File: config.mk
export PLATFORM = sky130hd
export DESIGN_NAME = vic_ctrl
export DESIGN_NICKNAME = d
export VERILOG_FILES = /design/src/core/vic_ctrl.v /design/src/core/vic_edge_det.v /design/src/core/vic_sync2.v
export VERILOG_INCLUDE_DIRS = /design/src /design/src/core
export SDC_FILE = /design/constraint.sdc
export NUM_CORES = 1
export LEC_CHECK = 0
export ABC_CLOCK_PERIOD_IN_PS = 2150
export BUFFER_PORTS_ARGS = -buffer_cell sky130_fd_sc_hd__buf_2
export CAP_MARGIN = 10
export CORE_ASPECT_RATIO = 0.5
export CORE_MARGIN = 4
export CORE_UTILIZATION = 25
export DETAILED_ROUTE_END_ITERATION = 6
export SYNTH_ARGS = -nofsm -noshare
export SYNTH_HDL_FRONTEND = slang
export SYNTH_SLANG_ARGS = --single-unit
File: constraint.sdc
create_clock -name sys_clk -period 2.15 [get_ports sys_clk]
set_clock_uncertainty 0.1 [all_clocks]
set_input_delay 0.1075 -clock sys_clk [delete_from_list [all_inputs] [get_ports sys_clk]]
set_output_delay 0.1075 -clock sys_clk [all_outputs]
set_load 0.01 [all_outputs]
File: src/core/vic_map.vh
`ifndef VIC_MAP_VH
`define VIC_MAP_VH
// Data-memory addresses of the two control registers
`define VIC_ADDR_CTRL_A 8'h0B
`define VIC_ADDR_CTRL_B 8'h1E
// Register A fields
`define VIC_A_MASTER_EN 0
`define VIC_A_EXT0_EN 1
`define VIC_A_EXT1_EN 2
`define VIC_A_TIMER_EN 3
`define VIC_A_EXT0_PEND 4
`define VIC_A_EXT1_PEND 5
`define VIC_A_TIMER_PEND 6
`define VIC_A_TEST_BIT 7
// Register B fields
`define VIC_B_TB_EN 0
`define VIC_B_CONV_EN 1
`define VIC_B_TICK_EN 2
`define VIC_B_TB_PEND 4
`define VIC_B_CONV_PEND 5
`define VIC_B_TICK_PEND 6
// Reset values and writable mask of register B
`define VIC_A_RESET 8'h00
`define VIC_B_RESET 8'h00
`define VIC_B_WMASK 8'h77
// Vectors, priority 1 to 6
`define VIC_VEC_EXT0 12'h004
`define VIC_VEC_EXT1 12'h008
`define VIC_VEC_TIMER 12'h00C
`define VIC_VEC_TB 12'h010
`define VIC_VEC_CONV 12'h014
`define VIC_VEC_TICK 12'h018
`define VIC_VEC_NONE 12'h000
// Stack depth
`define VIC_STACK_LEVELS 4'h8
`endif

File: src/core/vic_ctrl.v
`timescale 1ns/100ps
`include "vic_map.vh"

// Notes on behaviour
// RULE_01: six sources: two pins, four peripherals
// RULE_02: entry clears master enable; others only latch
// RULE_03: stack full blocks acknowledge until return
// RULE_04: entry pushes only program counter, then vectors
// RULE_05: pin edge sets register A bit 4/5
// RULE_06: timer overflow sets register A bit 6
// RULE_07: time-base time-out sets register B bit 4
// RULE_08: conversion done sets register B bit 5
// RULE_09: clock tick sets register B bit 6
// RULE_10: acknowledge clears own flag and master enable
// RULE_11: fixed priority, vectors 004H to 018H
// RULE_12: interrupt return sets master enable; plain not
// RULE_13: requests sampled at each phase two rising edge
// RULE_14: flags hold until serviced or software clears
// RULE_15: service needs master and source enable
// RULE_16: software re-enable inside routine allows nesting
// RULE_17: any pending enabled source requests wake from halt
// RULE_18: registers live at data addresses 0BH, 1EH
// RULE_19: register A bit 0 master, 1-3 enables
// RULE_20: register B bits 0-2 enables; 3,7 zero
// RULE_21: software writes zero to register A bit 7
// RULE_22: no pending enabled source means no redirect
module vic_ctrl (
  input wire sys_clk,
  input wire sys_rst,
  input wire ext_irq_pin_zero,
  input wire ext_irq_pin_one,
  input wire ext0_fall_en,
  input wire ext0_rise_en,
  input wire ext1_fall_en,
  input wire ext1_rise_en,
  input wire timer_overflow,
  input wire timebase_timeout,
  input wire conv_done,
  input wire clock_tick,
  input wire phase_two_clock,
  input wire return_from_irq,
  input wire plain_return,
  input wire [3:0] stack_level_pointer,
  input wire [7:0] dm_addr,
  input wire dm_wr,
  input wire [7:0] dm_wdata,
  output reg [7:0] dm_rdata,
  output reg irq_take,
  output reg [11:0] irq_vector,
  output reg pc_push,
  output reg wake_req
);
  reg [7:0] ctrl_a_q;
  reg [7:0] ctrl_b_q;
  reg [7:0] ctrl_a_d;
  reg [7:0] ctrl_b_d;
  reg phase_prev_q;
  reg [5:0] pend_now;
  reg [5:0] en_now;
  reg [5:0] grant;
  reg [11:0] vec_sel;
  reg [5:0] set_ev;
  wire ext0_lvl;
  wire ext1_lvl;
  wire ext0_edge;
  wire ext1_edge;
  wire stack_full;
  wire phase_rise;
  wire take_now;
  wire sel_a;
  wire sel_b;
  wire any_ready;

  // Pins are asynchronous; two stages before any logic
  // RULE_01 pin synchronisers
  vic_sync2 u_sync0 (
    .sys_clk(sys_clk),
    .sys_rst(sys_rst),
    .pin_in(ext_irq_pin_zero),
    .pin_sync(ext0_lvl)
  );

  vic_sync2 u_sync1 (
    .sys_clk(sys_clk),
    .sys_rst(sys_rst),
    .pin_in(ext_irq_pin_one),
    .pin_sync(ext1_lvl)
  );

  // Idle pin level is high, matching the detector reset
  // RULE_05 selectable edge triggers
  vic_edge_det u_edge0 (
    .sys_clk(sys_clk),
    .sys_rst(sys_rst),
    .level_in(ext0_lvl),
    .fall_en(ext0_fall_en),
    .rise_en(ext0_rise_en),
    .edge_pulse(ext0_edge)
  );

  vic_edge_det u_edge1 (
    .sys_clk(sys_clk),
    .sys_rst(sys_rst),
    .level_in(ext1_lvl),
    .fall_en(ext1_fall_en),
    .rise_en(ext1_rise_en),
    .edge_pulse(ext1_edge)
  );

  // Phase two is same-domain logic; find its rising edge
  // A level held high over several cycles counts only once
  always @(posedge sys_clk) begin
    if (sys_rst) begin
      phase_prev_q <= 1'b0;
    end else begin
      phase_prev_q <= phase_two_clock;
    end
  end

  assign phase_rise = phase_two_clock & ~phase_prev_q;

  // Pointer counts used levels; at eight no entry may push
  // RULE_03 stack full detection
  assign stack_full = (stack_level_pointer >= `VIC_STACK_LEVELS);

  // Writes to any other data address leave both registers alone
  // RULE_18 address decode
  assign sel_a = dm_wr & (dm_addr == `VIC_ADDR_CTRL_A);
  assign sel_b = dm_wr & (dm_addr == `VIC_ADDR_CTRL_B);

  // Source event vector, priority order
  // Peripheral pulses are same-clock; no synchroniser needed
  // Pin edges lag the pins by two clocks
  always @* begin
    set_ev = {clock_tick, conv_done, timebase_timeout, timer_overflow, ext1_edge, ext0_edge};
  end

  // Current pending and enable vectors, priority order
  // Bit k of both vectors is the source of priority k+1
  always @* begin
    pend_now = {ctrl_b_q[`VIC_B_TICK_PEND], ctrl_b_q[`VIC_B_CONV_PEND],
                ctrl_b_q[`VIC_B_TB_PEND], ctrl_a_q[`VIC_A_TIMER_PEND],
                ctrl_a_q[`VIC_A_EXT1_PEND], ctrl_a_q[`VIC_A_EXT0_PEND]};
    en_now = {ctrl_b_q[`VIC_B_TICK_EN], ctrl_b_q[`VIC_B_CONV_EN],
              ctrl_b_q[`VIC_B_TB_EN], ctrl_a_q[`VIC_A_TIMER_EN],
              ctrl_a_q[`VIC_A_EXT1_EN], ctrl_a_q[`VIC_A_EXT0_EN]};
  end

  // Some source both pending and enabled
  assign any_ready = |(pend_now & en_now);

  // A refused request keeps its flag and retries at a later phase
  // RULE_15 both enables needed; RULE_16 nesting falls out of it
  // RULE_13 acknowledge only at phase two rising edge
  assign take_now = phase_rise & ctrl_a_q[`VIC_A_MASTER_EN] & ~stack_full &
                    any_ready;

  // Grant stays empty unless the take happens at this very edge
  // RULE_11 fixed priority grant and vector
  always @* begin
    grant = 6'h00;
    vec_sel = `VIC_VEC_NONE;
    if (pend_now[0] & en_now[0]) begin
      grant = 6'h01;
      vec_sel = `VIC_VEC_EXT0;
    end else if (pend_now[1] & en_now[1]) begin
      grant = 6'h02;
      vec_sel = `VIC_VEC_EXT1;
    end else if (pend_now[2] & en_now[2]) begin
      grant = 6'h04;
      vec_sel = `VIC_VEC_TIMER;
    end else if (pend_now[3] & en_now[3]) begin
      grant = 6'h08;
      vec_sel = `VIC_VEC_TB;
    end else if (pend_now[4] & en_now[4]) begin
      grant = 6'h10;
      vec_sel = `VIC_VEC_CONV;
    end else if (pend_now[5] & en_now[5]) begin
      grant = 6'h20;
      vec_sel = `VIC_VEC_TICK;
    end
    if (!take_now) begin
      grant = 6'h00;
    end
  end

  // Next value of register A
  // Later assignments win: return, then clears, then hardware sets
  always @* begin
    ctrl_a_d = ctrl_a_q;
    // Bit 7 kept as written; software has to leave it zero
    // RULE_19 software write, all eight bits stored
    if (sel_a) begin
      ctrl_a_d = dm_wdata;
    end
    // RULE_12 interrupt return restores master enable
    if (return_from_irq) begin
      ctrl_a_d[`VIC_A_MASTER_EN] = 1'b1;
    end
    // RULE_10 acknowledge clears own flag
    if (grant[0]) begin
      ctrl_a_d[`VIC_A_EXT0_PEND] = 1'b0;
    end
    if (grant[1]) begin
      ctrl_a_d[`VIC_A_EXT1_PEND] = 1'b0;
    end
    if (grant[2]) begin
      ctrl_a_d[`VIC_A_TIMER_PEND] = 1'b0;
    end
    // RULE_02 entry clears master enable
    if (take_now) begin
      ctrl_a_d[`VIC_A_MASTER_EN] = 1'b0;
    end
    // RULE_05 RULE_06 events win over clears
    if (set_ev[0]) begin
      ctrl_a_d[`VIC_A_EXT0_PEND] = 1'b1;
    end
    if (set_ev[1]) begin
      ctrl_a_d[`VIC_A_EXT1_PEND] = 1'b1;
    end
    if (set_ev[2]) begin
      ctrl_a_d[`VIC_A_TIMER_PEND] = 1'b1;
    end
  end

  // Next value of register B
  // Later assignments win, so an event beats a clear
  always @* begin
    ctrl_b_d = ctrl_b_q;
    // RULE_20 unused bits never stored
    if (sel_b) begin
      ctrl_b_d = dm_wdata & `VIC_B_WMASK;
    end
    // RULE_10 acknowledge clears own flag
    if (grant[3]) begin
      ctrl_b_d[`VIC_B_TB_PEND] = 1'b0;
    end
    if (grant[4]) begin
      ctrl_b_d[`VIC_B_CONV_PEND] = 1'b0;
    end
    if (grant[5]) begin
      ctrl_b_d[`VIC_B_TICK_PEND] = 1'b0;
    end
    // RULE_07 RULE_08 RULE_09 events win over clears
    if (set_ev[3]) begin
      ctrl_b_d[`VIC_B_TB_PEND] = 1'b1;
    end
    if (set_ev[4]) begin
      ctrl_b_d[`VIC_B_CONV_PEND] = 1'b1;
    end
    if (set_ev[5]) begin
      ctrl_b_d[`VIC_B_TICK_PEND] = 1'b1;
    end
  end

  // No automatic clear elsewhere; flags survive masking
  // RULE_14 flags held in registers until cleared
  always @(posedge sys_clk) begin
    if (sys_rst) begin
      ctrl_a_q <= `VIC_A_RESET;
      ctrl_b_q <= `VIC_B_RESET;
    end else begin
      ctrl_a_q <= ctrl_a_d;
      ctrl_b_q <= ctrl_b_d;
    end
  end

  // Registered outputs toward the core sequencer
  // Take, push and vector rise together for one cycle
  always @(posedge sys_clk) begin
    if (sys_rst) begin
      irq_take <= 1'b0;
      pc_push <= 1'b0;
      irq_vector <= `VIC_VEC_NONE;
      wake_req <= 1'b0;
      dm_rdata <= 8'h00;
    end else begin
      // RULE_04 push program counter, then branch
      // RULE_22 no take leaves vector idle
      irq_take <= take_now;
      pc_push <= take_now;
      irq_vector <= take_now ? vec_sel : `VIC_VEC_NONE;
      // Master enable ignored so a halted core still wakes
      // RULE_17 any pending enabled source wakes
      wake_req <= any_ready;
      // Read data lags the address by one cycle
      // Read mux; other addresses answer zero
      if (dm_addr == `VIC_ADDR_CTRL_A) begin
        dm_rdata <= ctrl_a_q;
      end else if (dm_addr == `VIC_ADDR_CTRL_B) begin
        dm_rdata <= ctrl_b_q;
      end else begin
        dm_rdata <= 8'h00;
      end
    end
  end

  // Kept only so the port has a reader
  // RULE_12 plain return has no effect here
  wire unused_ret;
  assign unused_ret = plain_return;
endmodule // vic_ctrl

File: src/core/vic_edge_det.v
`timescale 1ns/100ps
// Edge detector with selectable falling and rising trigger
module vic_edge_det (
  input wire sys_clk,
  input wire sys_rst,
  input wire level_in,
  input wire fall_en,
  input wire rise_en,
  output wire edge_pulse
);
  reg prev_q;

  // Delayed copy of synchronised level
  always @(posedge sys_clk) begin
    if (sys_rst) begin
      prev_q <= 1'b1;
    end else begin
      prev_q <= level_in;
    end
  end

  assign edge_pulse = (fall_en & prev_q & ~level_in) | (rise_en & ~prev_q & level_in);
endmodule // vic_edge_det

File: src/core/vic_sync2.v
`timescale 1ns/100ps
// Two-stage synchroniser for a pin level
module vic_sync2 (
  input wire sys_clk,
  input wire sys_rst,
  input wire pin_in,
  output wire pin_sync
);
  reg meta_q;
  reg sync_q;

  // First stage read only by second
  always @(posedge sys_clk) begin
    if (sys_rst) begin
      meta_q <= 1'b1;
      sync_q <= 1'b1;
    end else begin
      meta_q <= pin_in;
      sync_q <= meta_q;
    end
  end

  assign pin_sync = sync_q;
endmodule // vic_sync2

## Yosys cells after proc, flatten, opt, wreduce, memory -nomap -nowiden

Index checks and enable logic that the tools add are counted.

- Bits in registers: 43
- Bits in latches: 0
- Bits in writable memories: 0
- Memory bits (read-only): 0
- Bits of input ports: 36
- Output and inout port bits: 23
- Word-level logic and storage cells: 99
- Memories: 0

- $add $sub $neg: 0
- Multipliers: 0
- Divide/modulo/power cells: 0
- $lt $le $gt $ge: 1
- Equality and inequality tests: 2
- Shift-type cells: 0
- Multiplexer cells: 30
- Bitwise logic cells: 30
- Reduce and logical (&&, ||, !) cells: 13

Operator list:

| kind | number |
|---|---|
| 6-bit 2-to-1 mux | 7 |
| 7-bit 2-to-1 mux | 3 |
| 1-bit bitwise AND | 20 |
| 3-bit nonzero test | 6 |
| 5-bit 2-to-1 mux | 3 |
| 1-bit 2-to-1 mux | 13 |
| 8-bit by 4-bit == test with 1-bit output, second input constant | 1 |
| 8-bit by 5-bit == test with 1-bit output, second input constant | 1 |
| 4-bit 2-to-1 mux | 2 |
| 8-bit 2-to-1 mux | 1 |
| 1-bit NOT | 7 |
| 7-bit OR reduction | 1 |
| 6-bit bitwise AND | 1 |
| 6-bit OR reduction | 1 |
| 5-bit OR reduction | 1 |
| 4-bit greater-or-equal comparator, second input constant | 1 |
| 2-bit OR reduction | 2 |
| 3-bit 2-to-1 mux | 1 |
| 3-bit OR reduction | 1 |
| 1-bit bitwise OR | 2 |
| 2-bit nonzero test | 1 |

## Logic depth before layout (Yosys ltp)

- Word-level depth: 10
- Mapped depth: 4
- Mapped depth without buffers: 4

## Hierarchy

From an unflattened synthesis, not the netlist that was laid out.

- Cells, all modules: 143
- Area, all modules: 1438.9 um^2

By module, submodules not included:

| module | instances | cells an instance | area an instance (um^2) | seq. area each (um^2) |
|---|---|---|---|---|
| vic_ctrl | 1 | 125 | 1253.7 | 560.5 |
| vic_sync2 | 2 | 4 | 52.6 | 40.0 |
| vic_edge_det | 2 | 5 | 40.0 | 20.0 |

## Least setup slack after synthesis

Ideal clock, no wire load.

- Path type: in2reg
- Start: input port dm_addr[2]
- End: register ctrl_a_q[5]
- Setup time: 115 ps
- Data arrival time: 1490 ps
- Data required time: 1935 ps
- Path slack: 445 ps
- Cell stages on the path: 4
- Buffers on the path: 0
- Cell sequence: or3b_4 > nor4_4 > mux2_2 > o21ba_2

- Cells in the longest elaborated chain, start to end: 3

RTL lines:

| what | line | text |
|---|---|---|
| start: declaration | vic_ctrl.v:44 | `input wire [7:0] dm_addr,` |
| 8-bit by 4-bit == test with 1-bit output (no line) | - |  |
| 1-bit bitwise AND | vic_ctrl.v:128 | `` assign sel_a = dm_wr & (dm_addr == `VIC_ADDR_CTRL_A); `` |
| 3-bit nonzero test (no line) | - |  |
| end signal: assignment | vic_ctrl.v:260 | `` ctrl_a_q <= `VIC_A_RESET; `` |
| end signal: assignment | vic_ctrl.v:263 | `ctrl_a_q <= ctrl_a_d;` |
| end: declaration | vic_ctrl.v:53 | `reg [7:0] ctrl_a_q;` |

No other way between the ends.
A chain may end at the register's enable or synchronous reset.

## Worst setup path in the final report

- Start: input port phase_two_clock
- End: register irq_vector[3]

- Cells in the longest elaborated chain, start to end: 6

RTL lines:

| what | line | text |
|---|---|---|
| start: declaration | vic_ctrl.v:40 | `input wire phase_two_clock,` |
| 1-bit bitwise AND | vic_ctrl.v:120 | `assign phase_rise = phase_two_clock & ~phase_prev_q;` |
| 1-bit bitwise AND (3 in a row) | vic_ctrl.v:155 | `` assign take_now = phase_rise & ctrl_a_q[`VIC_A_MASTER_EN] & ~stack_full & `` |
| 1-bit NOT (no line) | - |  |
| 3-bit OR reduction (no line) | - |  |
| end signal: assignment | vic_ctrl.v:274 | `` irq_vector <= `VIC_VEC_NONE; `` |
| end signal: assignment | vic_ctrl.v:282 | `` irq_vector <= take_now ? vec_sel : `VIC_VEC_NONE; `` |
| end: declaration | vic_ctrl.v:49 | `output reg [11:0] irq_vector,` |

No other way between the ends.

==> results.rst <==
.. list-table::
   :header-rows: 1

   * - Metric
     - Value
   * - Number of warnings reported in the yosys synthesis log
     - 0
   * - Sequential fraction of the synthesis area
     - 48.0%
   * - Final Core Density
     - 35.3%
   * - Cell chain of the critical path
     - dlygate4sd3_1 -> buf_2 -> nor4bb_1 -> nand2_1 -> a311oi_1
   * - Via/cell ratio
     - 4.46
   * - CORE AREA
     - 0.00549 mm²
   * - Antenna Nets Post-Route
     - 0
   * - Tmin final
     - 1720 ps
   * - Number of DRC markers in iteration 0
     - 39
   * - Max Cap Viol
     - 0
   * - Detail Placement HPWL
     - 2.47 mm
   * - Main synth FF type
     - sky130_fd_sc_hd__dfxtp_1
   * - Die extent in x
     - 115 µm
   * - Pins over their slew limit
     - 0
   * - Cell accounting for the most synthesized area
     - sky130_fd_sc_hd__dfxtp_1
   * - Number of nets at the end of the flow
     - 236
   * - Bufs on Longest Clock Path
     - 2
   * - Total I/O pin count
     - 59
   * - Final Hold Slack
     - -2.01 ps
   * - Number of cells on the worst hold path
     - 3
   * - Cell count after placement
     - 258
   * - First-pass GRT wire length
     - 5.22 mm
   * - Reg2reg end
     - irq_vector[3]$_SDFF_PP0_
   * - Period Utilization, post-route
     - 80.2%
   * - Capturing element type of the critical path
     - register
   * - Clock tree from TritonCTS
     - done
   * - Synthesis-to-finish area growth
     - 36.8%
   * - CTS sink count
     - 34
   * - Power density over cell area
     - 751 mW/mm²
   * - Multi-input gate area in the final layout
     - 659 µm²
   * - Die area
     - 0.00702 mm²
   * - Grt ovf
     - 0
   * - Top cell type's share of synthesized area
     - 48.0%
   * - Total DRC errors in the routed layout
     - 0
   * - Lkg Pwr
     - 0.850 nW
   * - Achievable clock frequency
     - 580 MHz
   * - Crit start category
     - input port
   * - Met3 demand-to-capacity share in global routing
     - 3.73%
   * - Transition at the pin with the smallest max-transition slack
     - 586 ps
   * - Max-slew headroom
     - 60.4%
   * - Area taken by flip-flops and latches
     - 681 µm²
   * - Sequential power share
     - 45.1%
   * - H-tree levels
     - 2
   * - Cell area after synthesis
     - 0.00142 mm²
   * - Top area cells in the synthesized netlist
     - sky130_fd_sc_hd__dfxtp_1 48%, sky130_fd_sc_hd__mux2i_1 8.5%, sky130_fd_sc_hd__buf_4 5.3%
   * - Count of buffers from port buffering
     - 45
   * - Violated checks
     - hold timing
   * - CTS Root Cell
     - sky130_fd_sc_hd__clkbuf_16
   * - Total CTS buffers
     - 5
   * - Routed wire length per instance
     - 12.3 µm
   * - Synth unique cells
     - 32
   * - Part of the power in combinational logic
     - 6.6%
   * - Initial Util
     - 25.8%
   * - Number of flops mapped to enable cells by yosys
     - 0
   * - Worst-path cell with the longest stage delay
     - sky130_fd_sc_hd__nor4bb_1
   * - Mapped Avg Cell Area
     - 10.1 µm²
   * - Async set-reset flop share out of synthesis
     - 0%
   * - Largest net degree at the start of global routing
     - 24
   * - Ratio of cells with drive above 1 in the final layout
     - 34.3%
   * - Via count of the routed design
     - 1222
   * - Worst hold start
     - clock_tick
   * - Post-route setup TNS
     - 0 ps
   * - Worst voltage drop across the vdd grid
     - 0.309 mV
   * - Routability congestion estimate from global placement
     - 0.786
   * - Longest individual stage delay on the worst path
     - 540 ps
   * - Summed area of non-filler cells in the final layout
     - 0.00194 mm²
   * - Number of non-filler instances in the completed layout
     - 274
   * - Buf+Inv Stages, Crit Path
     - 2
   * - Worst skew pair latency
     - 280 ps
   * - CP Data Required Time
     - 2230 ps
   * - Via count of the first global-routing pass
     - 1126
   * - Kind of cell adding the most delay to the critical path
     - simple AND/OR/NAND/NOR gates
   * - Vertical die dimension
     - 61.3 µm
   * - Register-to-register setup slack
     - 560 ps
   * - Number of antenna violations at the first check in global routing
     - 0
   * - Post-Syn Instances
     - 140
   * - Number of endpoints with negative hold slack in the final report
     - 1
   * - Start-to-end type of the worst setup path
     - in2reg
   * - Internal power consumption
     - 1.15 mW
   * - Switching power as a share of total power
     - 20.8%
   * - Number of search-and-repair iterations in the first detailed-routing pass
     - 4
   * - Final setup fails
     - 0
   * - Status
     - complete, but fails checks
   * - Row cnt
     - 19
   * - Part of the total power dissipated in the clock network
     - 48.3%
   * - Cell Area, Placed
     - 0.00171 mm²
   * - Flop and latch count out of synthesis
     - 34
   * - Worst R2R Path Depth
     - 3
   * - Switching Power
     - 0.303 mW
   * - Setup repair after global routing missed its margin
     - false
   * - Met1 Use GR
     - 10.8%
   * - Met2 layer usage reported by global route
     - 17.9%
   * - Worst-path clk slew
     - 50 ps
   * - Number of filler instances in the final layout
     - 547
   * - Global-route total usage across every layer
     - 9.81%
   * - Min-Delay Endpoint
     - ctrl_b_q[6]$_SDFFE_PP0P_
   * - Routed Wire Length
     - 3.37 mm
   * - HP Class
     - in2reg
   * - Most crowded layer after global routing
     - met2
   * - WP data arrival
     - 1800 ps
   * - Antenna cell count
     - 0
   * - Max Fanout on Critical Path
     - 4
   * - Startpoint of the most critical register-to-register path
     - ctrl_a_q[0]$_SDFFE_PP0P_
==> worst max path at each step <==
stage / slack (ps) / startpoint / depth (start not counted) / to
finish: 430 / phase_two_clock / 5 / irq_vector[3]$_SDFF_PP0_
global route: 270 / phase_two_clock / 5 / irq_vector[3]$_SDFF_PP0_
CTS: 420 / phase_two_clock / 5 / irq_vector[3]$_SDFF_PP0_
detailed placement: 400 / dm_addr[5] / 6 / ctrl_a_q[5]$_SDFFE_PP0P_
global placement: 430 / dm_addr[2] / 6 / ctrl_a_q[5]$_SDFFE_PP0P_
floorplan: 440 / dm_addr[2] / 4 / ctrl_a_q[5]$_SDFFE_PP0P_
==> worst reg2reg max path, delay by kind of cell, from the launching register on <==
kind | cells | cell delay (ps)
AO/OA/AOI/OAI | 1 | 310
AND/OR/NAND/NOR | 2 | 710
flip-flops | 1 | 370
==> synth_stat cells (2+ instances only) <==
| library cell | n |
|---|---|
| sky130_fd_sc_hd__nor2_1 | 12 |
| sky130_fd_sc_hd__a221oi_1 | 3 |
| sky130_fd_sc_hd__o41ai_1 | 2 |
| sky130_fd_sc_hd__mux2i_1 | 12 |
| sky130_fd_sc_hd__inv_1 | 7 |
| sky130_fd_sc_hd__nand4_1 | 2 |
| sky130_fd_sc_hd__buf_4 | 10 |
| sky130_fd_sc_hd__nor3_1 | 7 |
| sky130_fd_sc_hd__mux2_2 | 2 |
| sky130_fd_sc_hd__nand2_1 | 10 |
| sky130_fd_sc_hd__nor4_4 | 2 |
| sky130_fd_sc_hd__a22o_1 | 7 |
| sky130_fd_sc_hd__and2_1 | 2 |
| sky130_fd_sc_hd__a41oi_1 | 2 |
| sky130_fd_sc_hd__dfxtp_1 | 34 |
| sky130_fd_sc_hd__nand3_1 | 3 |
| sky130_fd_sc_hd__a21oi_1 | 2 |
| sky130_fd_sc_hd__or2_2 | 6 |
| sky130_fd_sc_hd__clkbuf_1 | 2 |
==> flip-flops by register name (all words and copies together), names as in the netlist <==
register and count:
ctrl_a_q 8, ctrl_b_q 6, dm_rdata 8, irq_vector 3, pc_push 1, phase_prev_q 1, u_edge0.prev_q 1, u_edge1.prev_q 1
u_sync0.meta_q 1, u_sync0.pin_sync 1, u_sync1.meta_q 1, u_sync1.pin_sync 1, wake_req 1
==> metal layers <==
metal	part of all wire, %	routed length [µm]	vias up
met5	0	0	-
met4	0.77	26	0
met3	4.5	150	3
met2	51	1730	28
met1	43	1460	586
li1	-	-	605
==> stage by stage <==
stage	total power [mW]	worst slack [ps]	hold WS [ps]
floorplan	0.722	445	91.9
global placement	0.752	425	190
detailed placement	0.755	399	195
CTS	1.46	423	0.312
global route	1.50	265	6.95
finish	1.46	426	-2.01
==> cell families after synthesis <==
kind of cell,after synthesis,synth area share (%)
mux,14,10.1
other cells,1,0.264
simple gates,50,20.6
buf+inv,19,7.67
flops,34,48.0
compound gates,22,13.4
==> area by class of cell <==
cell class | count | share of cell area [%]
Tap cell | 73 | 4.71
Clock buffer | 7 | 7.35
Clock inverter | 1 | 0.258
Timing Repair Buffer | 57 | 17.3
Sequential cell | 34 | 35.1
Multi-Input combinational cell | 95 | 34.0
Inverter | 7 | 1.35
==> cell usage in the layout, fill, tap and decap left out, types with 3 or more instances in the layout <==
| master | Yosys | routed |
|---|---|---|
| sky130_fd_sc_hd__nand2_1 | 10 | 10 |
| sky130_fd_sc_hd__buf_4 | 10 | 4 |
| sky130_fd_sc_hd__mux2i_1 | 12 | 12 |
| sky130_fd_sc_hd__nor3_1 | 7 | 7 |
| sky130_fd_sc_hd__dlygate4sd3_1 | 0 | 8 |
| sky130_fd_sc_hd__nand3_1 | 3 | 3 |
| sky130_fd_sc_hd__clkbuf_16 | 0 | 5 |
| sky130_fd_sc_hd__or2_2 | 6 | 6 |
| sky130_fd_sc_hd__nor2_1 | 12 | 12 |
| sky130_fd_sc_hd__dfxtp_1 | 34 | 34 |
| sky130_fd_sc_hd__conb_1 | 1 | 9 |
| sky130_fd_sc_hd__inv_1 | 7 | 7 |
| sky130_fd_sc_hd__buf_2 | 0 | 45 |
| sky130_fd_sc_hd__a22o_1 | 7 | 7 |
| sky130_fd_sc_hd__a221oi_1 | 3 | 3 |
==> power by group through the flow <==
stage / clock (mW) / sequential [mW] / combinational [mW]
6_report: 0.704 / 0.657 / 0.0968
5_1_grt: 0.739 / 0.659 / 0.107
4_1_cts: 0.711 / 0.657 / 0.0972
3_5_place_dp: 0 / 0.669 / 0.0854
3_3_place_gp: 0 / 0.669 / 0.0830
2_1_floorplan: 0 / 0.666 / 0.0559
==> timing repair <==
| action | 4_1_cts | 5_1_grt |
|---|---|---|
| endpoints found under the hold margin | 9 | 0 |
| resized for setup | 0 | 0 |
| setup buffers | 0 | 0 |
| hold buffers | 8 | 0 |
No activity file was read; power rests on OpenSTA's default activity.
